==> config.mk <==
export PLATFORM = sky130hd
export DESIGN_NAME = sfar_top
export DESIGN_NICKNAME = d
export VERILOG_FILES = /design/src/hw/sfar_pkg.sv /design/src/hw/sfar_top.sv
export VERILOG_INCLUDE_DIRS = /design/src /design/src/hw
export SDC_FILE = /design/constraint.sdc
export NUM_CORES = 1
export LEC_CHECK = 0
export BUFFER_PORTS_ARGS = -buffer_cell sky130_fd_sc_hd__clkbuf_2
export CORE_MARGIN = 1.5
export CORE_UTILIZATION = 55
export DETAILED_ROUTE_END_ITERATION = 10
export MAX_ROUTING_LAYER = met4
export PLACE_DENSITY = 0.75
export SYNTH_ARGS = -nofsm -noshare
export SYNTH_HDL_FRONTEND = slang
export SYNTH_SLANG_ARGS = --single-unit
export TNS_END_PERCENT = 30
==> constraint.sdc <==
create_clock -name core_clk_i -period 3.95 [get_ports core_clk_i]
set_input_delay 0.1975 -clock core_clk_i [delete_from_list [all_inputs] [get_ports core_clk_i]]
set_output_delay 0.1975 -clock core_clk_i [all_outputs]
set_load 0.005 [all_outputs]
==> src/hw/sfar_cfg.svh <==
// Command codes, table bytes and field positions for the address and reset slice
`ifndef SFAR_CFG_SVH
`define SFAR_CFG_SVH
`define SFAR_CMD_RD_EXT    8'h16
`define SFAR_CMD_WR_EXT    8'h17
`define SFAR_CMD_EXIT4     8'hE9
`define SFAR_CMD_ENTER4    8'hB7
`define SFAR_CMD_RST_EN    8'h66
`define SFAR_CMD_RST       8'h99
`define SFAR_CMD_VOL_SR    8'h50
`define SFAR_CMD_WREN      8'h06
`define SFAR_CMD_SFDP      8'h5A
`define SFAR_CMD_4B_READ   8'h13
`define SFAR_CMD_4B_PP     8'h12
`define SFAR_CMD_4B_QIOR   8'hEC
`define SFAR_CMD_4B_QDDR   8'hEE
`define SFAR_CMD_4B_SE     8'h21
`define SFAR_CMD_4B_BE     8'hDC
`define SFAR_SFDP_OFF_A    8'h3E
`define SFAR_SFDP_OFF_B    8'h3F
`define SFAR_SFDP_OFF_C    8'h40
`define SFAR_SFDP_VAL_A    8'hF8
`define SFAR_SFDP_VAL_B    8'hA1
`define SFAR_SFDP_VAL_C    8'hFB
`define SFAR_SFDP_BLANK    8'hFF
`define SFAR_EXT_RESET     8'h00
`define SFAR_EXT_4B_BIT    7
`define SFAR_MODE_SINGLE   2'h0
`define SFAR_MODE_DUAL     2'h1
`define SFAR_MODE_QUAD     2'h2
`define SFAR_BYTE_BITS     4'h8
`define SFAR_SFDP_DUMMY    4'h8
`define SFAR_SFDP_ADDR_LST 2'h2
`endif

==> src/hw/sfar_pkg.sv <==
// Types shared by the address-mode and reset slice
package sfar_pkg;
  typedef struct packed {
    logic       sck;
    logic       cs_n;
    logic       hw_rst_n;
    logic [3:0] io;
  } sfar_pins_t;

  typedef enum logic [2:0] {
    SFAR_CMD   = 3'h0,
    SFAR_ADDR  = 3'h1,
    SFAR_DUMMY = 3'h2,
    SFAR_DIN   = 3'h3,
    SFAR_DOUT  = 3'h4,
    SFAR_DONE  = 3'h5
  } sfar_phase_t;

  typedef struct packed {
    sfar_pins_t  sync1;
    sfar_pins_t  sync2;
    logic        sck_d;
    sfar_phase_t phase;
    logic [7:0]  sh;
    logic [3:0]  cnt;
    logic [1:0]  bcnt;
    logic [7:0]  cmd;
    logic [7:0]  ext;
    logic        rst_armed;
    logic        vol_sr;
    logic        ded4;
    logic [7:0]  sfdp_addr;
    logic [7:0]  out;
    logic [3:0]  io_out;
    logic [3:0]  io_oe;
    logic        cmd_pulse;
    logic        soft_rst;
  } sfar_state_t;
endpackage

==> src/hw/sfar_top.sv <==
// Address-mode, bank register, soft reset and parameter-table command slice
// Overview of operation
// - Bank register bit 7 set means 4-byte addressing; upper bits then ignored.
// - Bit 7 clear means 3-byte addressing with bits 6:0 giving A[30:24].
// - Instruction 16h reads back the bank register.
// - Instruction 17h plus exactly one data byte loads the bank register.
// - Instruction E9h leaves 4-byte mode without needing write enable.
// - Soft reset happens only when 66h is directly followed by 99h.
// - The reset pair is accepted on 1, 2 or 4 lines per mode.
// - Instruction 50h sets the volatile select until the next instruction byte is decoded.
// - Hardware reset, soft reset or power cycle leave 4-byte mode.
// - Dedicated instructions always use 4-byte addresses whatever the mode.
// - Parameter table returns F8h, A1h, FBh at bytes 3Eh, 3Fh, 40h.
// - Instruction B7h enters 4-byte mode without needing write enable.
`timescale 1ns/1ns
`include "sfar_cfg.svh"

module sfar_top
  import sfar_pkg::*;
(
  // Clock and power-on reset
  input  wire logic       core_clk_i,
  input  wire logic       rst_n_i,
  // Serial link pins
  input  wire logic       sck_i,
  input  wire logic       cs_n_i,
  input  wire logic       hw_rst_n_i,
  input  wire logic [3:0] io_i,
  output logic      [3:0] io_o,
  output logic      [3:0] io_oe_o,
  // Operating mode from the rest of the device
  input  wire logic [1:0] io_mode_i,
  // To the array access logic
  output logic            cmd_valid_o,
  output logic      [7:0] cmd_byte_o,
  output logic            addr_4byte_o,
  output logic      [6:0] addr_hi_o,
  output logic      [7:0] bank_o,
  output logic            vol_sr_sel_o,
  output logic            soft_rst_o
);

  sfar_state_t r;
  sfar_state_t n;
  logic        rise;
  logic        fall;
  logic [3:0]  lanes;
  logic [7:0]  nb;
  logic        byte_done;

  initial
  begin
    if ($bits(io_i) != 4)
      $error("sfar_top needs four data lines");
  end

  function automatic logic [7:0] shin(input logic [7:0] s, input logic [3:0] d,
                                      input logic [1:0] m);
    case (m)
      `SFAR_MODE_QUAD: shin = {s[3:0], d};
      `SFAR_MODE_DUAL: shin = {s[5:0], d[1:0]};
      default:         shin = {s[6:0], d[0]};
    endcase
  endfunction

  function automatic logic [7:0] lut(input logic [7:0] a);
    case (a)
      `SFAR_SFDP_OFF_A: lut = `SFAR_SFDP_VAL_A;
      `SFAR_SFDP_OFF_B: lut = `SFAR_SFDP_VAL_B;
      `SFAR_SFDP_OFF_C: lut = `SFAR_SFDP_VAL_C;
      default:          lut = `SFAR_SFDP_BLANK;
    endcase
  endfunction

  function automatic logic is_ded4(input logic [7:0] c);
    is_ded4 = (c == `SFAR_CMD_4B_READ) || (c == `SFAR_CMD_4B_PP) ||
              (c == `SFAR_CMD_4B_QIOR) || (c == `SFAR_CMD_4B_QDDR) ||
              (c == `SFAR_CMD_4B_SE) || (c == `SFAR_CMD_4B_BE);
  endfunction

  // Link clock is only sampled; edges come from the synchronised copy
  assign rise  = r.sync2.sck & ~r.sck_d;
  assign fall  = ~r.sync2.sck & r.sck_d;
  // Lane count follows the current interface width, for every instruction
  assign lanes = (io_mode_i == `SFAR_MODE_QUAD) ? 4'h4 :
                 (io_mode_i == `SFAR_MODE_DUAL) ? 4'h2 : 4'h1;
  assign nb    = shin(r.sh, r.sync2.io, io_mode_i);
  assign byte_done = rise && ((r.cnt + lanes) == `SFAR_BYTE_BITS) &&
                     (r.phase inside {SFAR_CMD, SFAR_ADDR, SFAR_DIN});

  always_comb
  begin
    n           = r;
    n.sync1     = '{sck: sck_i, cs_n: cs_n_i, hw_rst_n: hw_rst_n_i, io: io_i};
    n.sync2     = r.sync1;
    n.sck_d     = r.sync2.sck;
    n.cmd_pulse = 1'b0;
    n.soft_rst  = 1'b0;
    if (!r.sync2.hw_rst_n)
    begin
      n.ext       = `SFAR_EXT_RESET;
      n.rst_armed = 1'b0;
      n.vol_sr    = 1'b0;
      n.ded4      = 1'b0;
      n.phase     = SFAR_CMD;
      n.cnt       = 4'h0;
      n.io_oe     = 4'h0;
    end
    else if (r.sync2.cs_n)
    begin
      n.phase = SFAR_CMD;
      n.cnt   = 4'h0;
      n.bcnt  = 2'h0;
      n.io_oe = 4'h0;
    end
    else
    begin
      if (rise && (r.phase inside {SFAR_CMD, SFAR_ADDR, SFAR_DIN}))
      begin
        n.sh  = nb;
        n.cnt = byte_done ? 4'h0 : r.cnt + lanes;
      end
      case (r.phase)
        SFAR_CMD:
        begin
          if (byte_done)
          begin
            n.cmd       = nb;
            n.phase     = SFAR_DONE;
            // Any instruction other than 66h disarms the reset pair
            n.rst_armed = (nb == `SFAR_CMD_RST_EN);
            // Volatile selection ends when the next instruction byte after 50h is decoded
            n.vol_sr    = (nb == `SFAR_CMD_VOL_SR);
            n.ded4      = is_ded4(nb);
            case (nb)
              `SFAR_CMD_RD_EXT:
              begin
                n.out   = r.ext;
                n.phase = SFAR_DOUT;
              end
              `SFAR_CMD_WR_EXT: n.phase = SFAR_DIN;
              `SFAR_CMD_EXIT4:  n.ext[`SFAR_EXT_4B_BIT] = 1'b0;
              `SFAR_CMD_ENTER4: n.ext[`SFAR_EXT_4B_BIT] = 1'b1;
              `SFAR_CMD_SFDP:   n.phase = SFAR_ADDR;
              `SFAR_CMD_RST:
              begin
                if (r.rst_armed)
                begin
                  n.ext      = `SFAR_EXT_RESET;
                  n.vol_sr   = 1'b0;
                  n.ded4     = 1'b0;
                  n.soft_rst = 1'b1;
                end
              end
              `SFAR_CMD_RST_EN, `SFAR_CMD_VOL_SR, `SFAR_CMD_WREN: ;
              default: n.cmd_pulse = 1'b1;
            endcase
          end
        end
        SFAR_ADDR:
        begin
          if (byte_done)
          begin
            n.sfdp_addr = nb;
            n.bcnt      = r.bcnt + 2'h1;
            if (r.bcnt == `SFAR_SFDP_ADDR_LST)
              n.phase = SFAR_DUMMY;
          end
        end
        SFAR_DUMMY:
        begin
          if (rise)
          begin
            n.cnt = r.cnt + 4'h1;
            if (r.cnt == (`SFAR_SFDP_DUMMY - 4'h1))
            begin
              n.cnt   = 4'h0;
              n.out   = lut(r.sfdp_addr);
              n.phase = SFAR_DOUT;
            end
          end
        end
        SFAR_DIN:
        begin
          if (byte_done)
          begin
            n.ext   = nb;
            n.phase = SFAR_DONE;
          end
        end
        SFAR_DOUT:
        begin
          if (fall)
          begin
            case (io_mode_i)
              `SFAR_MODE_QUAD:
              begin
                n.io_out = r.out[7:4];
                n.io_oe  = 4'hF;
                n.out    = {r.out[3:0], 4'h0};
              end
              `SFAR_MODE_DUAL:
              begin
                n.io_out = {2'h0, r.out[7:6]};
                n.io_oe  = 4'h3;
                n.out    = {r.out[5:0], 2'h0};
              end
              default:
              begin
                n.io_out = {2'h0, r.out[7], 1'h0};
                n.io_oe  = 4'h2;
                n.out    = {r.out[6:0], 1'h0};
              end
            endcase
            n.cnt = r.cnt + lanes;
            if ((r.cnt + lanes) == `SFAR_BYTE_BITS)
            begin
              // Bank read repeats; table read walks forward
              n.cnt       = 4'h0;
              n.sfdp_addr = r.sfdp_addr + 8'h01;
              n.out       = (r.cmd == `SFAR_CMD_RD_EXT) ? r.ext :
                            lut(r.sfdp_addr + 8'h01);
            end
          end
        end
        SFAR_DONE: ;
        default: n.phase = SFAR_CMD;
      endcase
    end
  end

  always_ff @(posedge core_clk_i or negedge rst_n_i)
  begin
    if (!rst_n_i)
    begin
      r       <= '0;
      r.phase <= SFAR_CMD;
      r.ext   <= `SFAR_EXT_RESET;
      r.sync1 <= '{sck: 1'b0, cs_n: 1'b1, hw_rst_n: 1'b1, io: 4'h0};
      r.sync2 <= '{sck: 1'b0, cs_n: 1'b1, hw_rst_n: 1'b1, io: 4'h0};
    end
    else
      r <= n;
  end

  assign io_o         = r.io_out;
  assign io_oe_o      = r.io_oe;
  assign cmd_valid_o  = r.cmd_pulse;
  assign cmd_byte_o   = r.cmd;
  assign addr_4byte_o = r.ext[`SFAR_EXT_4B_BIT] | r.ded4;
  assign addr_hi_o    = r.ext[`SFAR_EXT_4B_BIT] ? 7'h00 : r.ext[6:0];
  assign bank_o       = r.ext;
  assign vol_sr_sel_o = r.vol_sr;
  assign soft_rst_o   = r.soft_rst;
endmodule

# --- Word-level counts from Yosys, hierarchy flattened ---
# Cells that the tools add are included.
op_classes:
  n_addsub: 4
  eq_ne: 58
  muxes: 62
  bitwise_logic: 6
  n_reduce_logical: 27
ops:
  columns: ["operator", "count"]
  rows:
  - ["16-bit two-way mux", 5]
  - ["8-bit two-way mux", 8]
  - ["8-bit equality test (second input constant)", 6]
  - ["8-bit case mux with 2 select lines", 3]
  - ["7-bit case mux with 3 select lines", 2]
  - ["8-bit by 5-bit equality test with 1-bit output (second input constant)", 5]
  - ["8-bit by 6-bit equality test with 1-bit output (second input constant)", 5]
  - ["8-bit by 7-bit equality test with 1-bit output (second input constant)", 5]
  - ["4-bit two-way mux", 9]
  - ["16-bit case mux with 2 select lines", 1]
  - ["31-bit two-way mux", 1]
  - ["3-bit two-way mux", 10]
  - ["24-bit two-way mux", 1]
  - ["4-bit inequality test (second input constant)", 6]
  - ["8-bit case mux with 3 select lines", 1]
  - ["11-bit two-way mux", 2]
  - ["2-bit two-way mux", 9]
  - ["6-bit AND reduction", 3]
  - ["3-bit case mux with 5 select lines", 1]
  - ["7-bit two-way mux", 2]
  - ["2-bit inequality test (second input constant)", 7]
  - ["3-bit by 1-bit inequality test with 1-bit output (second input constant)", 3]
  - ["3-bit inequality test (second input constant)", 3]
  - ["3-bit case mux with 3 select lines", 1]
  - ["other kinds (35)", 58]
totals:
  reg_bits: 76
  in_bits: 11
  out_inout_bits: 35
  elab_cells: 182

# --- Depth between registers and ports, before layout ---
depth:
  depth_word: 14
  depth_mapped: 13
  depth_no_buf: 11

# --- Least setup slack after synthesis ---
# No wires, ideal clock.
synth_path:
  path_type: "input to register"
  start: "input io_mode_i[0]"
  end: "register r (netlist bit bank_o[0])"
  setup_time_ns: 0.125
  t_arrival_ns: 2.730
  required_ns: 3.825
  path_slack_ns: 1.096
  path_stages: 13
  n_path_buf: 2
  path_cell_list: "inv_1 -> ha_1 -> ha_1 -> inv_1 -> fa_1 -> xor2_1 -> nor3b_4 -> nand2_1 -> buf_2 -> o41ai_1 -> and2_1 -> buf_4 -> mux2_2"
synth_via:
  elab_chain_cells: 9
  word_cells_on_any_way: 14
  cone_classes: "1 x add/sub; 7 x eq/ne; 3 x mux; 3 x reduce/logical"
synth_rtl:
  columns: ["element", "line_no", "source"]
  rows:
  - ["from (decl)", "sfar_top.sv:32", "input wire logic [1:0] io_mode_i,"]
  - ["2-bit by 1-bit equality test with 1-bit output", "sfar_top.sv:59", "case (m)"]
  - ["2-bit two-way mux", "sfar_top.sv:86", "(io_mode_i == `SFAR_MODE_DUAL) ? 4'h2 : 4'h1;"]
  - ["3-bit two-way mux", "sfar_top.sv:85", "assign lanes = (io_mode_i == `SFAR_MODE_QUAD) ? 4'h4 :"]
  - ["4-bit by 3-bit adder with 4-bit output", "sfar_top.sv:88", "assign byte_done = rise && ((r.cnt + lanes) == `SFAR_BYTE_BITS) &&"]
  - ["4-bit equality test (no line)", null, null]
  - ["1-bit logical AND (2 in a row)", "sfar_top.sv:88", null]
  - ["3-bit inequality test (no line)", null, null]
  - ["6-bit AND reduction (no line) (*)", null, null]
  - ["to (signal assigned)", "sfar_top.sv:243", "r <= n;"]
  - ["to (decl)", "sfar_top.sv:43", "sfar_state_t r;"]
# Every way passes the cells marked *; elsewhere a longest branch is shown, timed or not.
# A chain may end at the register's enable or synchronous reset.

# --- Worst setup path in the final report ---
layout_path:
  start: "register r[47] (netlist name)"
  end: "register r (netlist bit cmd_byte_o[2])"
layout_via:
  elab_chain_cells: 5
layout_rtl:
  columns: ["element", "line_no"]
  rows:
  - ["4-bit by 3-bit adder with 4-bit output", "sfar_top.sv:88"]
  - ["4-bit equality test (no line)", null]
  - ["1-bit logical AND (2 in a row)", "sfar_top.sv:88"]
  - ["4-bit AND reduction (no line)", null]
# No other way between the ends.

==> metrics.txt <==
# TYPE chip_impl_metric gauge
chip_impl_metric{name="syn-num-nets",unit=""} 571
chip_impl_metric{name="multi_input_area",unit="sq um"} 2494
chip_impl_metric{name="worstPathBufferInverterCount",unit=""} 1
chip_impl_metric{name="worst_ep_arrival_time",unit="ps"} 3540
chip_impl_info{name="layout.cells.most_common",value="dfrtp_1"} 1
chip_impl_metric{name="ctsResizeCount",unit=""} 0
chip_impl_metric{name="total_power_divided_by_cell_area",unit="nW/um^2"} 319.9
chip_impl_metric{name="critical_path_data_required_time",unit="ps"} 4190
chip_impl_metric{name="final.hold.worst_slack",unit="ps"} -13.49
chip_impl_metric{name="final-max-slew-violation-count",unit=""} 0
chip_impl_metric{name="first_global_vias",unit=""} 4005
chip_impl_metric{name="drt_wl_total",unit="microns"} 12670
chip_impl_metric{name="cts_htree_levels",unit=""} 3
chip_impl_metric{name="die_width",unit="microns"} 96.19
chip_impl_metric{name="clock_sink_count",unit=""} 75
chip_impl_metric{name="fin_cells",unit=""} 674
chip_impl_metric{name="synthesis.instances",unit=""} 546
chip_impl_metric{name="synth-seq-cells",unit=""} 75
chip_impl_metric{name="synth_top_area_share",unit="%"} 37.20
chip_impl_metric{name="clk-insertion-delay-late",unit="ps"} 350
chip_impl_info{name="critical_path.startpoint_type",value="register"} 1
chip_impl_info{name="area_contributors_post_synth",value="dfrtp_1 37%, nand2_1 4.5%, buf_4 4.1%"} 1
chip_impl_metric{name="dp.cells",unit=""} 651
chip_impl_metric{name="final-hold-violation-count",unit=""} 10
chip_impl_info{name="hp-class",value="input pin to async pin"} 1
chip_impl_info{name="clock_tree.root_cell",value="clkbuf_8"} 1
chip_impl_metric{name="num_antenna_cells",unit=""} 0
chip_impl_metric{name="synth.avg_cell_area",unit="sq um"} 8.747
chip_impl_metric{name="numPortBuffers",unit=""} 45
chip_impl_metric{name="grt_remaining_overflow",unit=""} 0
chip_impl_metric{name="rows",unit=""} 33
chip_impl_metric{name="finClkSkew",unit="ps"} 12.55
chip_impl_metric{name="yosys_warnings",unit=""} 0
chip_impl_metric{name="setup_total_negative_slack",unit="ps"} 0
chip_impl_info{name="setup.worst_path.start",value="r[47]$_DFF_PN0_"} 1
chip_impl_metric{name="height_of_the_die",unit="microns"} 96.19
chip_impl_metric{name="synth_edf_count",unit=""} 0
chip_impl_metric{name="num_vias",unit=""} 4210
chip_impl_info{name="flip_flop_cell_with_the_highest_count_after_synthesis",value="dfrtp_1"} 1
chip_impl_metric{name="die_area",unit="sq um"} 9252
chip_impl_metric{name="final_antenna_net_count",unit=""} 0
chip_impl_metric{name="cts_inserted_buffers",unit=""} 9
chip_impl_metric{name="clkSlewWorstSetupHoldPaths",unit="ps"} 90
chip_impl_metric{name="path_max_fanout",unit=""} 15
chip_impl_metric{name="syn_area",unit="sq um"} 4776
chip_impl_metric{name="synth-seq-area-share",unit="%"} 39.40
chip_impl_metric{name="areaGrowthSynthToFinish",unit="%"} 7.886
chip_impl_metric{name="worstMarginPinSlew",unit="ps"} 927.2
chip_impl_info{name="run_status",value="complete, but fails checks"} 1
chip_impl_metric{name="pre_cts_slack",unit="ps"} 432.1
chip_impl_info{name="cp_slowest_cell",value="or4_1"} 1
chip_impl_metric{name="timing.fmax",unit="GHz"} 0.3032
chip_impl_metric{name="seqCellArea",unit="sq um"} 1882
chip_impl_metric{name="core_area",unit="sq um"} 8299
chip_impl_metric{name="slowest_delay",unit="ps"} 860
chip_impl_info{name="grt_setup_unrepaired",value="no"} 1
chip_impl_metric{name="final_period_util",unit="%"} 83.50
chip_impl_metric{name="slew-limit-headroom",unit="%"} 37.53
chip_impl_metric{name="setup_slack",unit="ps"} 651.7
chip_impl_metric{name="grt_first_pass_wirelength",unit="microns"} 20490
chip_impl_metric{name="avgRoutedWirePerCell",unit="microns"} 18.79
chip_impl_metric{name="layout-drive-gt1-share",unit="%"} 17.40
chip_impl_metric{name="design.final.nets",unit=""} 589
chip_impl_metric{name="vdd.ir_drop.worst",unit="mV"} 0.2379
chip_impl_metric{name="io_pins",unit=""} 46
chip_impl_metric{name="post_cts.repair.setup_buffers",unit=""} 0
chip_impl_metric{name="final_period_minus_worst_setup_slack",unit="ps"} 3298
chip_impl_metric{name="detailedPlacementHpwl",unit="microns"} 9052
chip_impl_metric{name="fill_cells",unit=""} 705
chip_impl_metric{name="grt_start_max_net_pins",unit=""} 76
chip_impl_metric{name="gpl.final_weighted_congestion",unit=""} 0.9446
chip_impl_info{name="layout.cells.most_common_list",value="71 x dfrtp_1, 57 x nand2_1, 44 x clkbuf_2"} 1
chip_impl_metric{name="dr.pass1.iters",unit=""} 5
chip_impl_metric{name="async_reset_ff_share",unit="%"} 100.0
chip_impl_info{name="path_class",value="register to register"} 1
chip_impl_info{name="tritoncts",value="built"} 1
chip_impl_info{name="r2r_start",value="r[47]$_DFF_PN0_"} 1
chip_impl_metric{name="total_power",unit="W"} 0.001648
chip_impl_info{name="synth_area_leader_cell",value="dfrtp_1"} 1
chip_impl_metric{name="max_cap_violations",unit=""} 0
chip_impl_metric{name="grt_util_all_layers",unit="%"} 30.41
chip_impl_metric{name="floorplan.initialDensity",unit="%"} 57.55
chip_impl_metric{name="route.detailed.drc",unit=""} 0
chip_impl_info{name="end_kind",value="register"} 1
chip_impl_info{name="cp_top_family",value="simple AND/OR/NAND/NOR gates"} 1
chip_impl_metric{name="cts.path.max_buffers",unit=""} 2
chip_impl_metric{name="post_synth_num_cell_types",unit=""} 71
chip_impl_info{name="worstPathCellList",value="ha_1 -> inv_1 -> fa_1 -> xor2_1 -> nor3b_4 -> nand2_1 -> or4_1 -> mux2_1"} 1
chip_impl_metric{name="dr.first_iter.drc_count",unit=""} 247
chip_impl_metric{name="number_of_antenna_violations_at_the_first_check_in_global_routing",unit=""} 0
chip_impl_metric{name="setup_viol",unit=""} 0
chip_impl_metric{name="avgViaCountPerCell",unit=""} 6.246
chip_impl_info{name="violations",value="hold timing"} 1
chip_impl_metric{name="power_leakage",unit="nW"} 2.214
==> stage by stage <==
| stage | hold slack, ps | utilization (%) | cell area (sq um) |
|---|---|---|---|
| detailed placement | 287.2 | 58.90 | 4888 |
| finish | -13.49 | 62.08 | 5152 |
| global route | 70.79 | 62.08 | 5152 |
| global placement | 287.2 | 58.90 | 4888 |
| floorplan | -98.09 | - | 4776 |
| CTS | 19.15 | 62.08 | 5152 |
==> where the power goes <==
part | switching [W] | internal (W) | total [W] | leakage [nW]
clock network | 0.000302 | 0.000269 | 0.000572 | 0.0965
registers | 0.0000289 | 0.000796 | 0.000825 | 0.961
logic | 0.000165 | 0.0000866 | 0.000252 | 1.16
==> final cells by class <==
cell class	count	area share, %
Inverter	23	1.676
Tap cell	105	2.550
Sequential cell	75	36.52
Multi-Input combinational cell	394	48.40
Clock inverter	5	0.8256
Clock buffer	11	2.938
Timing Repair Buffer	61	7.091
==> logic make-up (layout without fill, tap and decap cells) <==
logic type | Yosys count | count (layout) | synth area share [%]
adders and majority gates | 14 | 14 | 3.825
AOI/OAI and AO/OA | 157 | 157 | 21.19
xor gates and xnor gates | 7 | 7 | 1.677
buffers and inverters | 77 | 100 | 8.383
DFF | 75 | 75 | 39.40
and+or+nand+nor | 198 | 198 | 21.43
muxes | 18 | 18 | 4.087
==> routing by layer <==
| metal | global-route usage, % | vias to the layer above | share of wire [%] |
|---|---|---|---|
| met4 | 13.11 | 0 | 2.8 |
| met3 | 5.450 | 31 | 6.9 |
| li1 | - | 1974 | - |
| met2 | 46.07 | 175 | 46 |
| met5 | - | - | 0 |
| met1 | 39.98 | 2030 | 44 |
==> worst register-to-register path: cells and delay by family (launching register included) <==
family | cells | cell delay [ps]
AND/OR/NAND/NOR | 3 | 1510
flip-flops | 1 | 430
XOR/XNOR | 1 | 210
buffers and inverters | 1 | 60
adder cells (fa/ha/maj) | 2 | 560
multiplexers | 1 | 410
==> cell usage after synthesis (8+ instances only) <==
library cell	number
dfrtp_1	71
nand2_1	57
nor2_1	42
a21oi_1	35
o21ai_0	35
buf_4	26
inv_1	22
nand3_1	20
clkbuf_1	19
o21ai_1	16
nor2b_1	15
ha_1	13
mux2_2	11
a22oi_1	10
nor3_1	10
nand2b_1	9
o21a_1	8
==> repair_timing <==
action | 4_1_cts | 5_1_grt
endpoints found under the hold margin | 7 | 0
endpoints found under the setup margin | 0 | 0
hold buffers | 7 | 0
==> worst paths after layout <==
check | end | slack [ps] | cells after the start
max | cmd_byte_o[2]$_DFFE_PN0P_ | 650 | 8
min | io_oe_o[1]$_DFFE_PN0P_ | -10 | 1
max reg2reg | cmd_byte_o[2]$_DFFE_PN0P_ | 650 | 8
min reg2reg | r[67]$_DFF_PN1_ | 350 | 0
max in group asynchronous | bank_o[5]$_DFFE_PN0P_ | 3350 | 1
min in group core_clk_i | r[67]$_DFF_PN1_ | 350 | 0
==> state kept, by name, summed over array words and instances (netlist names), 3 cells and up <==
signal / cells
n: 8
io_oe_o: 3
bank_o: 8
r: 41
io_o: 4
cmd_byte_o: 8
No activity file was read; power rests on OpenSTA's default activity.
